==> src/core/tpic_pkg.sv <==
// Constants, types and register map of the timer pair with input capture
// Behaviour
// - Low run bit starts pair or low timer
// - Idle-stop bit halts timer in Idle
// - Gating only with internal clock source
// - Prescale 11/10/01/00 divides 256/64/8/1
// - Wide select joins timers into 32 bits
// - Low source: external pin rising or internal
// - High source: own pin or Fosc/2
// - Wide mode ignores high run/gate/prescale/source
// - Capture event latches selected 16-bit count
// - Timebase select: 1 low, 0 high
// - Interrupt every 1..4 captures per field
// - Overflow flag read-only, hardware cleared
// - Nonempty flag shows unread captured value
// - Four-entry FIFO read in arrival order
// - Mode selects edge, rising, falling, 4th, 16th
// - Mode 111 rising wake interrupt only
// - Modes 110 and 000 disable capture
// - Capture idle-stop halts channel in Idle
// - Capture pin event wakes from Sleep/Idle
// - Wide: low is lsw, high flag interrupts
// - High period msw, low period lsw
package tpic_pkg;
    // ==================================================
    // Register offsets (word index on the plain port)
    localparam logic [3:0] OFF_LO_CTL = 4'h0;
    localparam logic [3:0] OFF_HI_CTL = 4'h1;
    localparam logic [3:0] OFF_CAP_CTL = 4'h2;
    localparam logic [3:0] OFF_LO_CNT = 4'h3;
    localparam logic [3:0] OFF_HI_CNT = 4'h4;
    localparam logic [3:0] OFF_LO_PER = 4'h5;
    localparam logic [3:0] OFF_HI_PER = 4'h6;
    localparam logic [3:0] OFF_CAP_BUF = 4'h7;
    // ==================================================
    // Field positions
    localparam int RUN_B = 15;
    localparam int IDLE_B = 13;
    localparam int GATE_B = 6;
    localparam int PS_HI_B = 5;
    localparam int PS_LO_B = 4;
    localparam int WIDE_B = 3;
    localparam int SRC_B = 1;
    localparam int CAP_IDLE_B = 13;
    localparam int CAP_TMR_B = 7;
    localparam int CAP_PER_HI_B = 6;
    localparam int CAP_PER_LO_B = 5;
    localparam int CAP_OV_B = 4;
    localparam int CAP_NE_B = 3;
    // ==================================================
    // Writable bits and reset values
    localparam logic [15:0] LO_CTL_MASK = 16'ha07a;
    localparam logic [15:0] HI_CTL_MASK = 16'ha072;
    localparam logic [15:0] CAP_CTL_MASK = 16'h20e7;
    localparam logic [15:0] CTL_RST = 16'h0000;
    localparam logic [15:0] CNT_RST = 16'h0000;
    localparam logic [15:0] PER_RST = 16'h0000;
    // ==================================================
    // Prescaler terminal counts
    localparam logic [7:0] PS_TERM_1 = 8'h00;
    localparam logic [7:0] PS_TERM_8 = 8'h07;
    localparam logic [7:0] PS_TERM_64 = 8'h3f;
    localparam logic [7:0] PS_TERM_256 = 8'hff;
    localparam logic [3:0] CAP_TERM_4 = 4'h3;
    localparam logic [3:0] CAP_TERM_16 = 4'hf;
    // ==================================================
    // Types
    typedef struct packed {
        logic [3:0] addr;
        logic [15:0] wdata;
        logic wr;
        logic rd;
    } tpic_bus_t;
    typedef enum logic [2:0] {
        CAP_OFF = 3'b000,
        CAP_BOTH = 3'b001,
        CAP_FALL = 3'b010,
        CAP_RISE = 3'b011,
        CAP_RISE4 = 3'b100,
        CAP_RISE16 = 3'b101,
        CAP_UNUSED = 3'b110,
        CAP_WAKE = 3'b111
    } tpic_cap_mode_t;
endpackage

==> src/core/tpic_sync.sv <==
// Three-stage pin synchroniser with agreement filter
module tpic_sync #(
    parameter int W = 3
) (
    input wire logic clock, // Block clock
    input wire logic rst_b, // Synchronous reset, active low
    input wire logic [W-1:0] async_in, // Raw pin levels
    output logic [W-1:0] level_q // Filtered levels
);
    logic [W-1:0] s1_q;
    logic [W-1:0] s2_q;
    logic [W-1:0] s3_q;
    logic [W-1:0] agree;

    assign agree = ~(s2_q ^ s3_q);

    always_ff @(posedge clock) begin
        if (!rst_b) begin
            s1_q <= '0;
            s2_q <= '0;
            s3_q <= '0;
            level_q <= '0;
        end else begin
            s1_q <= async_in;
            s2_q <= s1_q;
            s3_q <= s2_q;
            level_q <= (s3_q & agree) | (level_q & ~agree);
        end
    end
endmodule

==> src/core/tpic_fifo.sv <==
// Small capture FIFO with registered read data
module tpic_fifo #(
    parameter int W = 16,
    parameter int DEPTH = 4
) (
    input wire logic clock, // Block clock
    input wire logic rst_b, // Synchronous reset, active low
    input wire logic wr_valid, // Push request
    input wire logic [W-1:0] wr_data, // Push data
    output logic wr_ready, // Space left
    input wire logic rd_ready, // Pop request
    output logic rd_valid, // Data waiting
    output logic [W-1:0] rd_data_q // Popped word
);
    localparam int AW = $clog2(DEPTH);
    localparam logic [AW-1:0] LAST = AW'(DEPTH - 1);
    logic [W-1:0] mem_q [DEPTH];
    logic [AW-1:0] wp_q;
    logic [AW-1:0] rp_q;
    logic [AW:0] cnt_q;
    logic push;
    logic pop;

    assign wr_ready = cnt_q != (AW+1)'(DEPTH);
    assign rd_valid = cnt_q != '0;
    assign push = wr_valid && wr_ready;
    assign pop = rd_ready && rd_valid;

    always_ff @(posedge clock) begin
        if (push) begin
            mem_q[wp_q] <= wr_data;
        end
    end

    always_ff @(posedge clock) begin
        if (!rst_b) begin
            wp_q <= '0;
            rp_q <= '0;
            cnt_q <= '0;
            rd_data_q <= '0;
        end else begin
            if (push) begin
                wp_q <= (wp_q == LAST) ? '0 : wp_q + 1'b1;
            end
            if (pop) begin
                rd_data_q <= mem_q[rp_q];
                rp_q <= (rp_q == LAST) ? '0 : rp_q + 1'b1;
            end
            cnt_q <= cnt_q + (AW+1)'(push) - (AW+1)'(pop);
        end
    end
endmodule

==> src/core/tpic_top.sv <==
// Timer pair with 32-bit chaining and one input capture channel
//
// The implementer's own choices: strobed register access and the address map.
module tpic_top (
    input wire logic clock, // Instruction clock
    input wire logic rst_b, // Synchronous reset, active low
    input wire tpic_pkg::tpic_bus_t bus, // Register request
    output logic [15:0] rd_data, // Read data, cycle after rd
    input wire logic idle_mode, // Device in Idle
    input wire logic sleep_mode, // Device in Sleep
    input wire logic low_timer_ext_clock_pin, // Low clock/gate
    input wire logic high_timer_ext_clock_pin, // High clock/gate
    input wire logic capture_input_pin, // Capture input
    output logic low_period_irq, // Low period match pulse
    output logic high_period_irq, // High or wide match pulse
    output logic capture_irq, // Capture interrupt pulse
    output logic wake_req // Wake request pulse
);
    // ==================================================
    // Registers and decode
    logic [15:0] lo_ctl_q;
    logic [15:0] hi_ctl_q;
    logic [15:0] cap_ctl_q;
    logic [1:0][15:0] cnt_q;
    logic [1:0][15:0] per_q;
    logic [1:0] irq_q;
    logic wide;
    logic wr_lo_ctl;
    logic wr_lo_cnt;
    logic wr_hi_cnt;

    assign wide = lo_ctl_q[tpic_pkg::WIDE_B];
    assign wr_lo_ctl = bus.wr && bus.addr == tpic_pkg::OFF_LO_CTL;
    assign wr_lo_cnt = bus.wr && bus.addr == tpic_pkg::OFF_LO_CNT;
    assign wr_hi_cnt = bus.wr && bus.addr == tpic_pkg::OFF_HI_CNT;

    always_ff @(posedge clock) begin
        if (!rst_b) begin
            lo_ctl_q <= tpic_pkg::CTL_RST;
            hi_ctl_q <= tpic_pkg::CTL_RST;
            cap_ctl_q <= tpic_pkg::CTL_RST;
        end else if (bus.wr) begin
            case (bus.addr)
                tpic_pkg::OFF_LO_CTL: begin
                    lo_ctl_q <= bus.wdata & tpic_pkg::LO_CTL_MASK;
                end
                tpic_pkg::OFF_HI_CTL: begin
                    hi_ctl_q <= bus.wdata & tpic_pkg::HI_CTL_MASK;
                end
                tpic_pkg::OFF_CAP_CTL: begin
                    cap_ctl_q <= bus.wdata & tpic_pkg::CAP_CTL_MASK;
                end
                default: begin
                end
            endcase
        end
    end

    // Period halves; in wide mode high is msw, low is lsw
    always_ff @(posedge clock) begin
        if (!rst_b) begin
            per_q <= {2{tpic_pkg::PER_RST}};
        end else if (bus.wr) begin
            if (bus.addr == tpic_pkg::OFF_LO_PER) begin
                per_q[0] <= bus.wdata;
            end
            if (bus.addr == tpic_pkg::OFF_HI_PER) begin
                per_q[1] <= bus.wdata;
            end
        end
    end

    // ==================================================
    // Pin synchronisers and edges
    logic [2:0] pin_s;
    logic [2:0] pin_prev_q;
    logic [2:0] rise;
    logic [2:0] fall;

    tpic_sync #(
        .W(3)
    ) u_sync (
        .clock(clock),
        .rst_b(rst_b),
        .async_in({capture_input_pin, high_timer_ext_clock_pin,
            low_timer_ext_clock_pin}),
        .level_q(pin_s)
    );

    always_ff @(posedge clock) begin
        if (!rst_b) begin
            pin_prev_q <= '0;
        end else begin
            pin_prev_q <= pin_s;
        end
    end

    assign rise = pin_s & ~pin_prev_q;
    assign fall = ~pin_s & pin_prev_q;

    // ==================================================
    // Per-timer clock select, gate and prescaler
    logic [1:0] tick;

    for (genvar i = 0; i < 2; i++) begin : g_tmr
        logic [15:0] ctl;
        logic idle_stop;
        logic raw;
        logic halted;
        logic [7:0] term;
        logic [7:0] ps_q;

        assign ctl = (i == 0) ? lo_ctl_q : hi_ctl_q;
        // Wide pair also honours the high idle-stop bit
        assign idle_stop = ctl[tpic_pkg::IDLE_B]
            | (i == 0 && wide && hi_ctl_q[tpic_pkg::IDLE_B]);
        // External: pin rising edge; internal: every Fcy
        // cycle (Fosc/2), optionally gated by the pin level
        assign raw = ctl[tpic_pkg::SRC_B] ? rise[i]
            : (!ctl[tpic_pkg::GATE_B] || pin_s[i]);
        assign halted = !ctl[tpic_pkg::RUN_B]
            || (idle_mode && idle_stop)
            || (i == 1 && wide);

        always_comb begin
            case (ctl[tpic_pkg::PS_HI_B:tpic_pkg::PS_LO_B])
                2'b11: term = tpic_pkg::PS_TERM_256;
                2'b10: term = tpic_pkg::PS_TERM_64;
                2'b01: term = tpic_pkg::PS_TERM_8;
                default: term = tpic_pkg::PS_TERM_1;
            endcase
        end

        assign tick[i] = !halted && raw && ps_q >= term;

        always_ff @(posedge clock) begin
            if (!rst_b || !ctl[tpic_pkg::RUN_B]) begin
                ps_q <= '0;
            end else if (!halted && raw) begin
                ps_q <= (ps_q >= term) ? 8'h00 : ps_q + 8'h01;
            end
        end
    end

    // ==================================================
    // Counters and period match
    always_ff @(posedge clock) begin
        if (!rst_b) begin
            cnt_q <= {2{tpic_pkg::CNT_RST}};
            irq_q <= '0;
        end else begin
            irq_q <= '0;
            if (wide) begin
                if (tick[0]) begin
                    if (cnt_q == per_q) begin
                        cnt_q <= '0;
                        irq_q[1] <= 1'b1;
                    end else begin
                        cnt_q <= cnt_q + 32'h1;
                    end
                end
            end else begin
                for (int i = 0; i < 2; i++) begin
                    if (tick[i]) begin
                        if (cnt_q[i] == per_q[i]) begin
                            cnt_q[i] <= '0;
                            irq_q[i] <= 1'b1;
                        end else begin
                            cnt_q[i] <= cnt_q[i] + 16'h1;
                        end
                    end
                end
            end
            if (wr_lo_cnt) begin
                cnt_q[0] <= bus.wdata;
            end
            if (wr_hi_cnt) begin
                cnt_q[1] <= bus.wdata;
            end
        end
    end

    assign low_period_irq = irq_q[0];
    assign high_period_irq = irq_q[1];

    // ==================================================
    // Capture event selection
    tpic_pkg::tpic_cap_mode_t mode;
    logic cap_halt;
    logic low_power;
    logic cap_event;
    logic wake_evt;
    logic [3:0] cps_q;
    logic [3:0] cps_term;
    logic [1:0] per_cap;

    assign mode = tpic_pkg::tpic_cap_mode_t'(cap_ctl_q[2:0]);
    assign cap_halt = idle_mode && cap_ctl_q[tpic_pkg::CAP_IDLE_B];
    assign low_power = idle_mode || sleep_mode;
    assign per_cap =
        cap_ctl_q[tpic_pkg::CAP_PER_HI_B:tpic_pkg::CAP_PER_LO_B];
    assign cps_term = (mode == tpic_pkg::CAP_RISE16)
        ? tpic_pkg::CAP_TERM_16 : tpic_pkg::CAP_TERM_4;
    // Mode 111 only flags a rising edge while asleep or idle
    assign wake_evt = mode == tpic_pkg::CAP_WAKE
        && rise[2] && low_power;

    always_comb begin
        case (mode)
            tpic_pkg::CAP_BOTH: cap_event = rise[2] || fall[2];
            tpic_pkg::CAP_FALL: cap_event = fall[2];
            tpic_pkg::CAP_RISE: cap_event = rise[2];
            tpic_pkg::CAP_RISE4,
            tpic_pkg::CAP_RISE16: begin
                cap_event = rise[2] && cps_q == cps_term;
            end
            default: cap_event = 1'b0;
        endcase
        if (cap_halt) begin
            cap_event = 1'b0;
        end
    end

    always_ff @(posedge clock) begin
        if (!rst_b || (mode != tpic_pkg::CAP_RISE4
                && mode != tpic_pkg::CAP_RISE16)) begin
            cps_q <= '0;
        end else if (rise[2] && !cap_halt) begin
            cps_q <= (cps_q == cps_term) ? 4'h0 : cps_q + 4'h1;
        end
    end

    // ==================================================
    // Capture buffer, overflow and interrupt count
    logic fifo_ready;
    logic fifo_valid;
    logic [15:0] fifo_rdata;
    logic [15:0] cap_value;
    logic push;
    logic pop;
    logic ov_q;
    logic [1:0] ci_q;
    logic cap_irq_q;
    logic wake_q;

    assign cap_value = cap_ctl_q[tpic_pkg::CAP_TMR_B]
        ? cnt_q[0] : cnt_q[1];
    assign push = cap_event && fifo_ready;
    assign pop = bus.rd && bus.addr == tpic_pkg::OFF_CAP_BUF;

    tpic_fifo #(
        .W(16),
        .DEPTH(4)
    ) u_fifo (
        .clock(clock),
        .rst_b(rst_b),
        .wr_valid(cap_event),
        .wr_data(cap_value),
        .wr_ready(fifo_ready),
        .rd_ready(pop),
        .rd_valid(fifo_valid),
        .rd_data_q(fifo_rdata)
    );

    // Set beats the hardware clear when the channel is turned off
    always_ff @(posedge clock) begin
        if (!rst_b) begin
            ov_q <= 1'b0;
        end else if (cap_event && !fifo_ready) begin
            ov_q <= 1'b1;
        end else if (mode == tpic_pkg::CAP_OFF) begin
            ov_q <= 1'b0;
        end
    end

    always_ff @(posedge clock) begin
        if (!rst_b || mode == tpic_pkg::CAP_OFF) begin
            ci_q <= '0;
        end else if (push) begin
            ci_q <= (ci_q >= per_cap) ? 2'b00 : ci_q + 2'b01;
        end
    end

    always_ff @(posedge clock) begin
        if (!rst_b) begin
            cap_irq_q <= 1'b0;
            wake_q <= 1'b0;
        end else begin
            cap_irq_q <= (push && ci_q >= per_cap) || wake_evt;
            wake_q <= low_power && (cap_event || wake_evt);
        end
    end

    assign capture_irq = cap_irq_q;
    assign wake_req = wake_q;

    // ==================================================
    // Register read port
    logic [15:0] rd_q;
    logic pop_q;

    always_ff @(posedge clock) begin
        if (!rst_b) begin
            rd_q <= '0;
            pop_q <= 1'b0;
        end else begin
            pop_q <= pop && fifo_valid;
            rd_q <= '0;
            if (bus.rd) begin
                case (bus.addr)
                    tpic_pkg::OFF_LO_CTL: rd_q <= lo_ctl_q;
                    tpic_pkg::OFF_HI_CTL: rd_q <= hi_ctl_q;
                    tpic_pkg::OFF_CAP_CTL: begin
                        rd_q <= cap_ctl_q;
                        rd_q[tpic_pkg::CAP_OV_B] <= ov_q;
                        rd_q[tpic_pkg::CAP_NE_B] <= fifo_valid;
                    end
                    tpic_pkg::OFF_LO_CNT: rd_q <= cnt_q[0];
                    tpic_pkg::OFF_HI_CNT: rd_q <= cnt_q[1];
                    tpic_pkg::OFF_LO_PER: rd_q <= per_q[0];
                    tpic_pkg::OFF_HI_PER: rd_q <= per_q[1];
                    default: rd_q <= '0;
                endcase
            end
        end
    end

    assign rd_data = pop_q ? fifo_rdata : rd_q;
endmodule

==> config.mk <==
export PLATFORM = sky130hd
export DESIGN_NAME = tpic_top
export DESIGN_NICKNAME = d
export VERILOG_FILES = /design/src/core/tpic_pkg.sv /design/src/core/tpic_sync.sv /design/src/core/tpic_fifo.sv /design/src/core/tpic_top.sv
export SDC_FILE = /design/constraint.sdc
export NUM_CORES = 1
export LEC_CHECK = 0
export ABC_AREA = 0
export BUFFER_PORTS_ARGS = -buffer_cell sky130_fd_sc_hd__clkbuf_2
export CORE_MARGIN = 2
export CORE_UTILIZATION = 30
export CTS_CLUSTER_SIZE = 12
export DETAILED_ROUTE_END_ITERATION = 12
export SETUP_SLACK_MARGIN = 0.05
export SLEW_MARGIN = 20
export SYNTH_ARGS = -nofsm -noshare
export SYNTH_HDL_FRONTEND = slang
export SYNTH_SLANG_ARGS = --single-unit
==> constraint.sdc <==
create_clock -name clock -period 3.8 [get_ports clock]
set_input_delay 0.38 -clock clock [delete_from_list [all_inputs] [get_ports clock]]
set_output_delay 0.38 -clock clock [all_outputs]
set_load 0.01 [all_outputs]
# Word level (Yosys, flattened, before mapping)
# Memory sizes are Yosys's and may differ from the RTL's. A register that Yosys moved wholly into a read port is not among the register bits.
# Index checks and enable logic that the tools add are counted.
# Widths: inputs -> output; s select.
# totals
reg_bits	150
latchBits	0
mem_bits_rw	64
romBits	0
inputBits	29
output_inout_bits	20
elab_cells	177
mem_count	1
# memory_table
name	depth	word_bits	rd	rd_ports_with_merged_regs	wr	line	source
u_fifo.mem_q	4	16	1	1	1	tpic_fifo.sv:17	logic [W-1:0] mem_q [DEPTH];
# op_classes
add_sub_neg	11
mul	0
n_div	0
magnitude_cmp	3
eq_ne	29
shift	0
n_mux	35
n_bitwise	13
n_reduce_logical	59
# op_table
operator	count
$mux 16	8
$pmux 16 s7	1
$mux 32	3
$pmux 8 s3	2
$add 16x1->16 const B	2
$add 32x1->32 const B	1
$eq 16x16->1	2
$eq 32x32->1	1
$logic_and 1x1->1	21
$add 8x1->8 const B	2
$eq 4x3->1 const B	4
$ge 8x8->1	2
$mux 8	2
$reduce_and 2->1	7
$logic_or 1x1->1	13
$mux 1	13
$and 3x3->3	4
$eq 2x2->1 const B	6
$not 3->3	4
$logic_not 1->1	10
$eq 3x3->1 const B	3
$ne 3x3->1 const B	3
$eq 4x2->1 const B	2
$mux 4	2
other kinds (23)	32

# Depth between registers and ports, before layout
# Gate-level depths: netlist of the first run.
# depth
word_depth	10
mapped_depth	14
mapped_depth_nobuf	12

# By module
# A second synthesis of the first run with hierarchy kept.
# unflattened
hier_cells	1191
hier_area_um2	11608.6
# by_module_without_submodules
mod	instances	cells_each	area_each_um2	seq_area_each_um2
tpic_top	1	991	7978.9	2622.5
tpic_fifo	1	169	3261.9	2382.3
tpic_sync	1	31	367.9	240.2

# Least setup slack after synthesis of the first run
# No wires, ideal clock.
# synth_path
kind	input port to flip-flop
startpoint	input port bus[19] (netlist name)
endpoint	register u_fifo.cnt_q[2]
setup_ns	0.128
arrival_time_ns	2.645
required_time_ns	3.672
slack_ns	1.027
stages	14
n_path_buf	2
cell_sequence	clkbuf_1 and2_1 and3b_1 nand2_1 clkinv_1 clkbuf_1 ha_1 inv_1 ha_1 inv_1 fa_1 xor2_1 xnor2_1 nor2_1
# synth_via
elab_chain_cells	4
# synth_lines
item	line	source
from (decl)	tpic_top.sv:7	input wire tpic_pkg::tpic_bus_t bus,
$eq 4x3->1	tpic_top.sv:249	assign pop = bus.rd && bus.addr == tpic_pkg::OFF_CAP_BUF;
$logic_and 1x1->1	tpic_top.sv:249	
$logic_and 1x1->1	tpic_fifo.sv:27	assign pop = rd_ready && rd_valid;
named net u_fifo.pop	tpic_fifo.sv:22	logic pop;
$sub 3x1->3	tpic_fifo.sv:49	cnt_q <= cnt_q + (AW+1)'(push) - (AW+1)'(pop);
to (signal assigned)	tpic_fifo.sv:49	
to (decl)	tpic_fifo.sv:20	logic [AW:0] cnt_q;
# The timed path passes the listed nets, and every way through them passes these cells.
# A chain may end at the register's enable or synchronous reset.

# Worst setup path in the final report of the first run
# layout_path
startpoint	register lo_ctl_q[4] (netlist: g_tmr[0].ctl[4])
endpoint	register cnt_q[8] (netlist name)
# layout_via
elab_chain_cells	5
word_cells_on_any_way	7
cone_classes	order compare (1); eq/ne (3); mux (1); reduce/logical (2)
# layout_lines
item	line	source
from (decl)	tpic_top.sv:21	logic [15:0] lo_ctl_q;
from (signal assigned)	tpic_top.sv:39	lo_ctl_q <= tpic_pkg::CTL_RST;
from (signal assigned)	tpic_top.sv:45	lo_ctl_q <= bus.wdata & tpic_pkg::LO_CTL_MASK;
$eq 2x1->1 / $eq 2x2->1 (equally long branches)	tpic_top.sv:126	case (ctl[tpic_pkg::PS_HI_B:tpic_pkg::PS_LO_B])
$pmux 8 s3 *	tpic_top.sv:126	
$ge 8x8->1 *	tpic_top.sv:134	assign tick[i] = !halted && raw && ps_q >= term;
$logic_and 1x1->1 *	tpic_top.sv:134	
$reduce_bool 2->1 (no line) *	--	
to (signal assigned)	tpic_top.sv:149	cnt_q <= {2{tpic_pkg::CNT_RST}};
to (signal assigned)	tpic_top.sv:159	cnt_q <= cnt_q + 32'h1;
to (signal, indexed assignment)	tpic_top.sv:169	cnt_q[i] <= cnt_q[i] + 16'h1;
to (decl)	tpic_top.sv:24	logic [1:0][15:0] cnt_q;
# Every way passes the cells marked *; elsewhere a longest branch is shown, timed or not.

==> impl_metrics.env, run 1 <==
export IMPL_status="finished clean"
export IMPL_yosys_warnings=0
export IMPL_die_w_um=198
export IMPL_cts_buffer_depth=3
export IMPL_max_slew_margin_rel_pct=38.1
export IMPL_routedWlPerCell_um=18.7
export IMPL_place_area_mm2=0.0121
export IMPL_post_cts_resize_count=0
export IMPL_layout_nets=1285
export IMPL_grt_start_max_net_pins=57
export IMPL_dp_cells=1706
export IMPL_drt_wl_total_mm=32.8
export IMPL_min_to="u_sync.s1_q[0]"
export IMPL_cts_max_level=1
export IMPL_diodes=0
export IMPL_cts_buffers=26
export IMPL_slew_viol_final=0
export IMPL_rr_worst_depth=9
export IMPL_grt_overflow_total=0
export IMPL_track_usage_pct=16.7
export IMPL_ys_ff_latch=230
export IMPL_min_period_ps=2990
export IMPL_crit_arrival_ps=3460
export IMPL_worstPathMaxFanout=11
export IMPL_netlist_instances=1199
export IMPL_syn_to_final_growth_pct=14.9
export IMPL_synth_top_cell_area_share_pct=29.3
export IMPL_setup_violations=0
export IMPL_critPathRequiredTime_ps=4270
export IMPL_start_util_pct=30.3
export IMPL_r2r_start="g_tmr[0].ctl[4]"
export IMPL_gp_congestion=0.899
export IMPL_cts_tree="done"
export IMPL_hold_violations=0
export IMPL_avgSynthCellArea_um2=9.45
export IMPL_max_cap_violations=0
export IMPL_async_flop_share_pct=0
export IMPL_multiInputGateArea_mm2=0.00564
export IMPL_fin_cells=1754
export IMPL_vias=9219
export IMPL_post_cts_buffers=0
export IMPL_hp_class="primary input to flop"
export IMPL_final_setup_tns_ps=0
export IMPL_ios=49
export IMPL_firstDrtPassIters=8
export IMPL_clk_latency_ps=540
export IMPL_vias_per_cell=5.26
export IMPL_leakage_nw=4.45
export IMPL_period_share_pct=78.8
export IMPL_first_iter_violations=937
export IMPL_ys_types=75
export IMPL_cts_root_buf="clkbuf_16"
export IMPL_rrSetupSlack_ps=810
export IMPL_power_density_mw_per_mm2=422
export IMPL_worstHoldStart="low_timer_ext_clock_pin"
export IMPL_cts_sinks=230
export IMPL_grt_pass1_wl_mm=51.2
export IMPL_skew_ps=14.0
export IMPL_drc_errors=0
export IMPL_portBuffers=48
export IMPL_seq_area_frac_synth_pct=46.3
export IMPL_cp_start_kind="flop"
export IMPL_crit_type="flop to flop"
export IMPL_netlist_area_mm2=0.0113
export IMPL_drive_above_1_share_pct=14.9
export IMPL_max_freq_mhz=334
export IMPL_tightestPinTransition_ps=927
export IMPL_detail_route_antenna_nets=0
export IMPL_ir_drop_uv=286
export IMPL_n_fill_cell=3824
export IMPL_rsz0062_at_grt="false"
export IMPL_fin_area_mm2=0.0130
export IMPL_postSynthNetCount=1261
export IMPL_grt_antenna_before_repair=0
export IMPL_rr_endpoint="cnt_q[8]"
export IMPL_synth_top_cell_by_area="dfxtp_1"
export IMPL_dieArea_mm2=0.0393
export IMPL_coreArea_mm2=0.0374
export IMPL_cp_end_kind="flop"
export IMPL_grt_pass1_vias=8923
export IMPL_seq_area_mm2=0.00525
export IMPL_ctsHoldBuffers=0
export IMPL_clkSlewWorstSetupHoldPaths_ps=60
export IMPL_dp_hpwl_mm=23.5
export IMPL_synth_edff_count=64
export IMPL_min_path_cells=2
export IMPL_synthTopCellsByArea="dfxtp_1, edfxtp_1, nand2_1, a21oi_1, ha_1"
export IMPL_die_h_um=198
export IMPL_yosys_most_used_dff="dfxtp_1"
export IMPL_row_count=71
[layout by cell type (no fill, tap or decap), types with 12 or more instances in the layout]
cell type	netlist	layout
buf_4	0	33
nand4_1	23	23
nor3_1	12	12
dfxtp_1	166	166
o21ai_0	39	39
clkbuf_2	0	48
and2_1	27	27
mux2_2	31	31
xor2_1	13	13
nor2_1	83	83
mux4_2	17	17
nand2_1	174	174
a21oi_1	100	100
nand3_1	44	44
a22oi_1	38	38
mux2i_1	19	19
inv_1	26	26
xnor2_1	40	40
ha_1	32	32
a31oi_1	19	19
edfxtp_1	64	64
clkbuf_16	0	27
[cells in the mapped netlist (all sizes together), types with 4 or more instances]
cell type and count:
a21oi 100, a222oi 4, a22o 6, a22oi 38, a31oi 19, and2 27, and3 10, and4 5
buf 19, clkbuf 67, dfxtp 166, edfxtp 64, ha 32, inv 26, mux2 31, mux2i 19
mux4 17, nand2 175, nand2b 7, nand3 44, nand4 23, nand4b 4, nor2 84, nor2b 6
nor3 12, nor4 4, o211a 4, o211ai 4, o21a 6, o21ai 41, o22ai 5, o31ai 7
o32ai 6, or2 7, or3 10, xnor2 40, xor2 13
[where the power goes]
group | total, mW | switching (mW) | leakage [nW] | internal [mW]
Sequential | 2.55 | 0.0263 | 1.96 | 2.53
Combinational | 0.347 | 0.238 | 2.06 | 0.109
Clock | 2.59 | 1.02 | 0.426 | 1.58
Total | 5.50 | 1.28 | 4.45 | 4.21
[critical path, cell delays in order (launching register included)]
cell and delay (ps):
dfxtp_1 330, or2_2 310, ha_1 270, nand2b_1 90
a2111oi_0 90, o21a_1 230, nor2_1 480, nand2_1 380
or4_1 580, a31oi_1 160
[metrics by stage]
stage	setup slack, ps	util, %	hold WS (ps)	power (mW)
floorplan	1030	-	412	2.81
global placement	901	32.4	416	2.94
detailed placement	834	32.4	422	2.95
CTS	831	34.8	42.3	5.52
global route	577	34.8	51.8	5.67
finish	807	34.8	52.3	5.50
[sequential cells by signal (all words and copies together) (netlist names), 2 cells and up, named ones only]
| register | cells |
|---|---|
| per_q | 32 |
| pin_prev_q | 3 |
| u_fifo.rd_data_q | 16 |
| u_fifo.wp_q | 2 |
| u_fifo.rp_q | 2 |
| rd_q | 16 |
| u_fifo.mem_q | 64 |
| cps_q | 4 |
| u_sync.s3_q | 3 |
| u_fifo.cnt_q | 3 |
| cap_ctl_q | 7 |
| u_sync.s1_q | 3 |
| irq_q | 2 |
| u_sync.s2_q | 3 |
| cnt_q | 32 |
| g_tmr.ctl | 13 |
| ci_q | 2 |
| g_tmr.ps_q | 16 |
[routing by layer]
metal / global-route usage (%) / vias to the layer above / share of wire (%)
li1: - / 4382 / -
met5: 0 / - / 0
met1: 24.3 / 4383 / 45
met4: 4.32 / 0 / 2.3
met3: 2.90 / 62 / 8.5
met2: 25.6 / 392 / 44
[area by class of cell]
| type | count | area share, % |
|---|---|---|
| multi-input cells | 855 | 43.3 |
| clock buffers | 40 | 5.79 |
| clock inverters | 8 | 1.01 |
| inverters | 28 | 0.817 |
| repair buffers | 82 | 3.90 |
| well taps | 511 | 4.91 |
| flip-flops and latches | 230 | 40.3 |
[worst max path at each step]
| stage | startpoint | to | slack, ps |
|---|---|---|---|
| after floorplan | bus[19] | u_fifo.cnt_q[2] | 1030 |
| after global placement | g_tmr[1].ctl[4] | cnt_q[28] | 900 |
| after detailed placement | g_tmr[0].ctl[4] | cnt_q[8] | 830 |
| after CTS | g_tmr[1].ctl[4] | cnt_q[28] | 830 |
| after global routing | g_tmr[0].ctl[4] | cnt_q[8] | 580 |
| final | g_tmr[0].ctl[4] | cnt_q[8] | 810 |
[cells by family (layout without fill, tap and decap cells)]
logic type / after synthesis / in the layout / share of synthesized area [%]
multiplexers: 67 / 67 / 8.14
AND/OR/NAND/NOR: 430 / 430 / 18.3
AO/OA/AOI/OAI: 272 / 272 / 15.5
buffers and inverters: 114 / 158 / 3.96
flip-flops: 230 / 230 / 46.3
XOR/XNOR: 53 / 53 / 4.10
adder cells (fa/ha/maj): 33 / 33 / 3.71
No activity file was read; power rests on OpenSTA's default activity.
==> run 2, diff against run 1 <==
ABC_AREA = 1   (was 0)
clock period = 2.4 ns   (was 3.8 ns; I/O delays follow)
==> run 2 against run 1 <==
Net effect: via count is 22% higher; flip-flop and latch count is the same; global-route usage rose by 0.66 points; routed wire length is 16% higher; worst hold slack better by 9.9 ps; first-iteration DRC count shrank 1.8%; die area increased by 9.4%; largest cell class unchanged; worst setup slack worse by 560 ps; sequential share of layout area fell by 3.5 points; clock skew rose by 8.6 ps; register-to-register slack worse by 560 ps; fmax up 39%; critical endpoint is now u_fifo.cnt_q[2].
==> impl_metrics.env, run 2 <==
export IMPL_rrSetupSlack_ps=240
export IMPL_largest_registers="u_fifo.mem_q: 64 flops, cnt_q: 32 flops, per_q: 32 flops"
export IMPL_dpl_worst_slack_ps=120
export IMPL_max_slew_margin_rel_pct=40.3
export IMPL_coreArea_mm2=0.0408
export IMPL_path_buf_inv=4
export IMPL_setup_violations=0
export IMPL_firstDrtPassIters=5
export IMPL_worstPathMaxFanout=4
export IMPL_vias_per_cell=4.91
export IMPL_cts_sinks=230
export IMPL_detail_route_antenna_nets=0
export IMPL_gp_congestion=0.918
export IMPL_grt_pass1_vias=10707
export IMPL_drt_wl_total_mm=38.0
export IMPL_yosys_most_used_dff="dfxtp_1"
export IMPL_cp_end_kind="flop"
export IMPL_synth_top_cell_area_share_pct=26.8
export IMPL_whs_ps=62.2
export IMPL_routedWlPerCell_um=16.6
export IMPL_top_register="u_fifo.mem_q"
export IMPL_track_usage_pct=17.4
export IMPL_clockPowerShare_pct=45.7
export IMPL_rr_worst_depth=13
export IMPL_cts_buffer_depth=3
export IMPL_status="finished clean"
export IMPL_diodes=0
export IMPL_avgSynthCellArea_um2=7.35
export IMPL_switchingPower_mw=2.25
export IMPL_final_cell_mix="nand2_1, nor2_1, inv_1"
export IMPL_ir_drop_uv=470
export IMPL_worstHoldStart="bus[14]"
export IMPL_power_density_mw_per_mm2=622
export IMPL_async_flop_share_pct=0
export IMPL_min_to="per_q[28]"
export IMPL_syn_to_final_growth_pct=15.0
export IMPL_crit_family="adder cells"
export IMPL_max_cap_violations=0
export IMPL_cts_root_buf="clkbuf_16"
export IMPL_tightestPinTransition_ps=895
export IMPL_vias=11263
export IMPL_slowest_stage="fa_1"
export IMPL_slew_viol_final=0
export IMPL_comb_power_share_pct=8.5
export IMPL_clkSlewWorstSetupHoldPaths_ps=60
export IMPL_dp_cells=2241
export IMPL_rsz0062_at_grt="true"
export IMPL_row_count=74
export IMPL_synthTopCellsByArea="dfxtp_1, edfxtp_1, nand2_1, nor2_1, inv_1"
export IMPL_grt_antenna_before_repair=0
export IMPL_seq_area_frac_synth_pct=42.3
export IMPL_seq_power_share_pct=45.9
export IMPL_internal_power_mw=6.62
export IMPL_portBuffers=48
export IMPL_clk_latency_ps=560
export IMPL_hp_class="primary input to flop"
export IMPL_die_w_um=207
export IMPL_grt_start_max_net_pins=56
export IMPL_power_total_mw=8.88
export IMPL_fin_cells=2294
export IMPL_n_fill_cell=4257
export IMPL_drc_errors=0
export IMPL_netlist_area_mm2=0.0124
export IMPL_seq_area_mm2=0.00525
export IMPL_crit_type="flop to flop"
export IMPL_crit_arrival_ps=2640
export IMPL_layout_nets=1804
export IMPL_start_util_pct=30.4
export IMPL_min_period_ps=2160
export IMPL_grt_pass1_wl_mm=59.9
export IMPL_synth_most_common_cell="nand2_1"
export IMPL_slowest_delay_ps=360
export IMPL_hold_violations=0
export IMPL_drive_above_1_share_pct=14.2
export IMPL_postSynthNetCount=1750
export IMPL_dieArea_mm2=0.0430
export IMPL_first_iter_violations=920
export IMPL_max_freq_mhz=464
export IMPL_period_share_pct=89.9
export IMPL_synth_edff_count=64
export IMPL_ys_types=50
export IMPL_min_path_cells=3
export IMPL_ios=49
export IMPL_largest_register_ffs=64
export IMPL_worst_slack_ps=243
export IMPL_leakage_nw=6.00
export IMPL_cp_start_kind="flop"
export IMPL_skew_ps=22.6
export IMPL_path_depth=13
export IMPL_yosys_warnings=0
export IMPL_multiInputGateArea_mm2=0.00602
export IMPL_die_h_um=207
export IMPL_final_common_cell="nand2_1"
export IMPL_critPathRequiredTime_ps=2880
export IMPL_netlist_instances=1688
export IMPL_cts_buffers=26
export IMPL_crit_chain="inv_1 > ha_1 > o311ai_2 > nand2_1 > nand2_2 > nand3_2 > inv_2 > ha_1 > inv_1 > fa_1 > inv_2 > o21ai_0 > a21oi_1"
export IMPL_switching_share_pct=25.4
export IMPL_ys_ff_latch=230
export IMPL_grt_overflow_total=0
export IMPL_rr_endpoint="u_fifo.cnt_q[2]"
export IMPL_synth_top_cell_by_area="dfxtp_1"
export IMPL_cts_tree="done"
export IMPL_synth_common_cells="nand2_1, nor2_1, inv_1"
export IMPL_dp_hpwl_mm=27.7
export IMPL_cts_max_level=1
## run 2: cell count changes after synthesis, sizes merged, moves of 17 or more
| cell | change |
|---|---|
| o21ai | +94 |
| mux4 | -17 |
| inv | +185 |
| nand3 | +51 |
| o22ai | +23 |
| a22oi | -38 |
| clkbuf | -23 |
| xnor2 | -33 |
| nand2 | +231 |
| mux2i | -19 |
| and2 | -27 |
| nor2 | +139 |
| a21oi | +17 |
## run 2: how the worst max path moves through the flow
stage | startpoint | endpoint | slack [ps]
floorplan | flop | u_fifo.mem_q[0][0] | -20
global placement | flop | u_fifo.cnt_q[2] | 120
detailed placement | flop | u_fifo.cnt_q[2] | 120
CTS | flop | u_fifo.cnt_q[2] | 110
global route | flop | u_fifo.cnt_q[2] | 10
finish | flop | u_fifo.cnt_q[2] | 240
## run 2: per-stage QoR
stage	utilization, %	TNS (ps)	instance area, µm²
final	35.0	0	14300
after global routing	35.0	0	14300
after CTS	34.9	0	14300
after detailed placement	32.7	0	13400
after global placement	32.7	0	13400
after floorplan	-	-1420	12400
## run 2: logic make-up after synthesis
| family | Yosys count | share of synthesized area (%) |
|---|---|---|
| AND/OR/NAND/NOR | 769 | 27.1 |
| AO/OA/AOI/OAI | 323 | 14.3 |
| buffers and inverters | 286 | 9.31 |
| flip-flops | 230 | 42.3 |
| adder cells (fa/ha/maj) | 33 | 3.39 |
| XOR/XNOR | 31 | 2.19 |
| multiplexers | 16 | 1.45 |
## run 2: repair_timing
item	CTS	global route
setup endpoints to repair	0	11
resized for setup	0	7
setup buffers	0	1
hold buffers	4	0
hold endpoints to repair	4	0
## run 2: routing by layer
metal  vias up  track usage [%]  wire length, µm
li1       5620                -                -
met1      5195             23.4            17100
met2       369             28.5            17200
met3        79             2.07             2360
met4         0             6.67             1310
met5         -                0                0
## run 2: cell type report
cell class,instances,share of cell area [%]
clock inverter,13,1.05
multi-input combinational,1172,42.2
sequential,230,36.8
timing repair buffer,94,4.63
clock buffer,35,4.94
inverter,218,5.77
tap,532,4.66
## run 2: worst register-to-register path: stages, from the launching register on
cell      delay (ps)
dfxtp_2          350
inv_1             50
ha_1             290
o311ai_2         240
nand2_1          100
nand2_2          110
nand3_2           80
inv_2             70
ha_1             130
inv_1             40
fa_1             360
inv_2             70
o21ai_0           90
a21oi_1          120
## run 2: power by group through the flow
| stage | Combinational, mW | Sequential, mW | Clock, mW |
|---|---|---|---|
| final | 0.750 | 4.07 | 4.05 |
| after floorplan | 0.495 | 4.14 | 0 |
| after CTS | 0.747 | 4.07 | 4.13 |
| after global routing | 0.821 | 4.08 | 4.28 |
| after global placement | 0.728 | 4.15 | 0 |
| after detailed placement | 0.738 | 4.16 | 0 |
==> run 3, diff against run 2 <==
CORE_ASPECT_RATIO = 0.5   (was not set)
==> run 3 against run 2 <==
Net effect: total power rose by 0.82%; core utilization rose by 0.31 points; clock skew fell by 6.9 ps; register-to-register slack got worse by 70 ps; combinational power barely moved; fmax fell by 3.2%; non-clock buffer count rose by 3; clock power rose by 2%; via count barely moved; first-iteration DRC count rose by 12%; die area rose by 0.23%; clock-buffer cell count rose by 4; critical endpoint unchanged.
==> impl_metrics.env, run 3 (synthesis gave the netlist of run 2 again) <==
export IMPL_vias_per_cell=4.89
export IMPL_clk_latency_ps=540
export IMPL_fin_util_pct=35.3
export IMPL_period_share_pct=92.9
export IMPL_die_w_um=292
export IMPL_detail_route_antenna_nets=0
export IMPL_drc_errors=0
export IMPL_grt_start_max_net_pins=45
export IMPL_status="finished clean"
export IMPL_power_density_mw_per_mm2=625
export IMPL_ios=49
export IMPL_cts_sinks=230
export IMPL_leakage_nw=6.01
export IMPL_largest_registers="u_fifo.mem_q: 64 flops, cnt_q: 32 flops, per_q: 32 flops"
export IMPL_start_util_pct=30.6
export IMPL_portBuffers=48
export IMPL_dp_hpwl_mm=27.0
export IMPL_max_cap_violations=0
export IMPL_critPathRequiredTime_ps=2870
export IMPL_firstDrtPassIters=5
export IMPL_cts_buffer_depth=3
export IMPL_place_area_mm2=0.0134
export IMPL_cp_end_kind="flop"
export IMPL_layout_nets=1806
export IMPL_final_setup_tns_ps=0
export IMPL_whs_ps=34.9
export IMPL_max_freq_mhz=449
export IMPL_top_register="u_fifo.mem_q"
export IMPL_rsz0062_at_grt="true"
export IMPL_grt_pass1_vias=10249
export IMPL_worstPathMaxFanout=3
export IMPL_drt_wl_total_mm=37.3
export IMPL_setup_violations=0
export IMPL_cts_max_level=1
export IMPL_cp_start_kind="flop"
export IMPL_fin_area_mm2=0.0143
export IMPL_largest_register_ffs=64
export IMPL_dieArea_mm2=0.0431
export IMPL_hp_class="primary input to flop"
export IMPL_diodes=0
export IMPL_cts_root_buf="clkbuf_16"
export IMPL_tightestPinTransition_ps=695
export IMPL_first_iter_violations=1030
export IMPL_final_cell_mix="nand2_1, nor2_1, inv_1"
export IMPL_n_fill_cell=4307
export IMPL_ir_drop_uv=488
export IMPL_cts_buffers=25
export IMPL_final_common_cell="nand2_1"
export IMPL_grt_overflow_total=0
export IMPL_coreArea_mm2=0.0406
export IMPL_drive_above_1_share_pct=14.2
export IMPL_max_slew_margin_rel_pct=52.5
export IMPL_min_period_ps=2230
export IMPL_die_h_um=148
export IMPL_track_usage_pct=17.1
export IMPL_crit_arrival_ps=2700
export IMPL_grt_antenna_before_repair=1
export IMPL_vias=11254
export IMPL_crit_type="flop to flop"
export IMPL_row_count=52
export IMPL_syn_to_final_growth_pct=15.4
export IMPL_clkSlewWorstSetupHoldPaths_ps=60
export IMPL_grt_pass1_wl_mm=58.3
export IMPL_gp_congestion=0.957
export IMPL_routedWlPerCell_um=16.2
export IMPL_slew_viol_final=0
export IMPL_hold_violations=0
export IMPL_cts_tree="done"
export IMPL_skew_ps=15.6
run 3: cell count changes in the layout (fill, tap and decap cells not counted), sizes merged:
cell / previous run / this run
buf: 43 / 46
bufinv: 3 / 4
clkbuf: 82 / 86
clkinv: 16 / 8
clkinvlp: 1 / 0
inv: 211 / 212
run 3: cell type report:
type                            count  area (µm²)  area share (%)
Inverter                          218         823            5.75
Tap cell                          540         676            4.72
Sequential cell                   230        5250            36.6
Multi-Input combinational cell   1172        6020            42.1
Clock buffer                       39         718            5.02
Clock inverter                      6         149            1.04
Timing Repair Buffer               97         683            4.77
run 3: final timing paths:
| kind | startpoint | to | slack, ps | cells after the start |
|---|---|---|---|---|
| min reg2reg | u_sync.s1_q[0] | u_sync.s2_q[0] | 410 | 2 |
| max | flop | u_fifo.cnt_q[2] | 170 | 13 |
| max reg2reg | flop | u_fifo.cnt_q[2] | 170 | 13 |
| min | sleep_mode | wake_req | 30 | 3 |
run 3: stage by stage:
| step | setup WS, ps | total power [mW] | std cells |
|---|---|---|---|
| after floorplan | -22.2 | 4.63 | 1688 |
| after global placement | 173 | 4.89 | 2250 |
| after detailed placement | 159 | 4.90 | 2250 |
| after CTS | 101 | 8.98 | 2299 |
| after global routing | 12.8 | 9.23 | 2302 |
| final | 171 | 8.95 | 2302 |
run 3: where the power goes:
group	leakage [nW]	internal [mW]	switching, mW
registers	1.93	4.02	0.0535
logic	3.66	0.215	0.538
clock network	0.419	2.50	1.62
run 3: per-layer routing:
metal	vias up	track usage [%]	share of wire, %
met4	0	4.97	2.5
met3	62	2.10	6.9
met5	-	0	0
li1	5619	-	-
met2	338	27.0	44
met1	5235	24.5	47
run 3: repair_timing:
action | CTS | global route
setup buffers | 0 | 3
hold buffers | 4 | 0
endpoints found under the setup margin | 1 | 25
endpoints found under the hold margin | 4 | 0
pin swaps | 0 | 1
resized for setup | 1 | 5
run 3: critical path, cell delays in order (launching register included):
cell and delay [ps]:
dfxtp_1 330, inv_1 50, ha_1 290, o311ai_2 260, nand2_1 100, nand2_2 90, nand3_2 80, inv_2 70
ha_1 140, inv_1 50, fa_1 350, inv_1 90, o21ai_0 120, a21oi_1 140
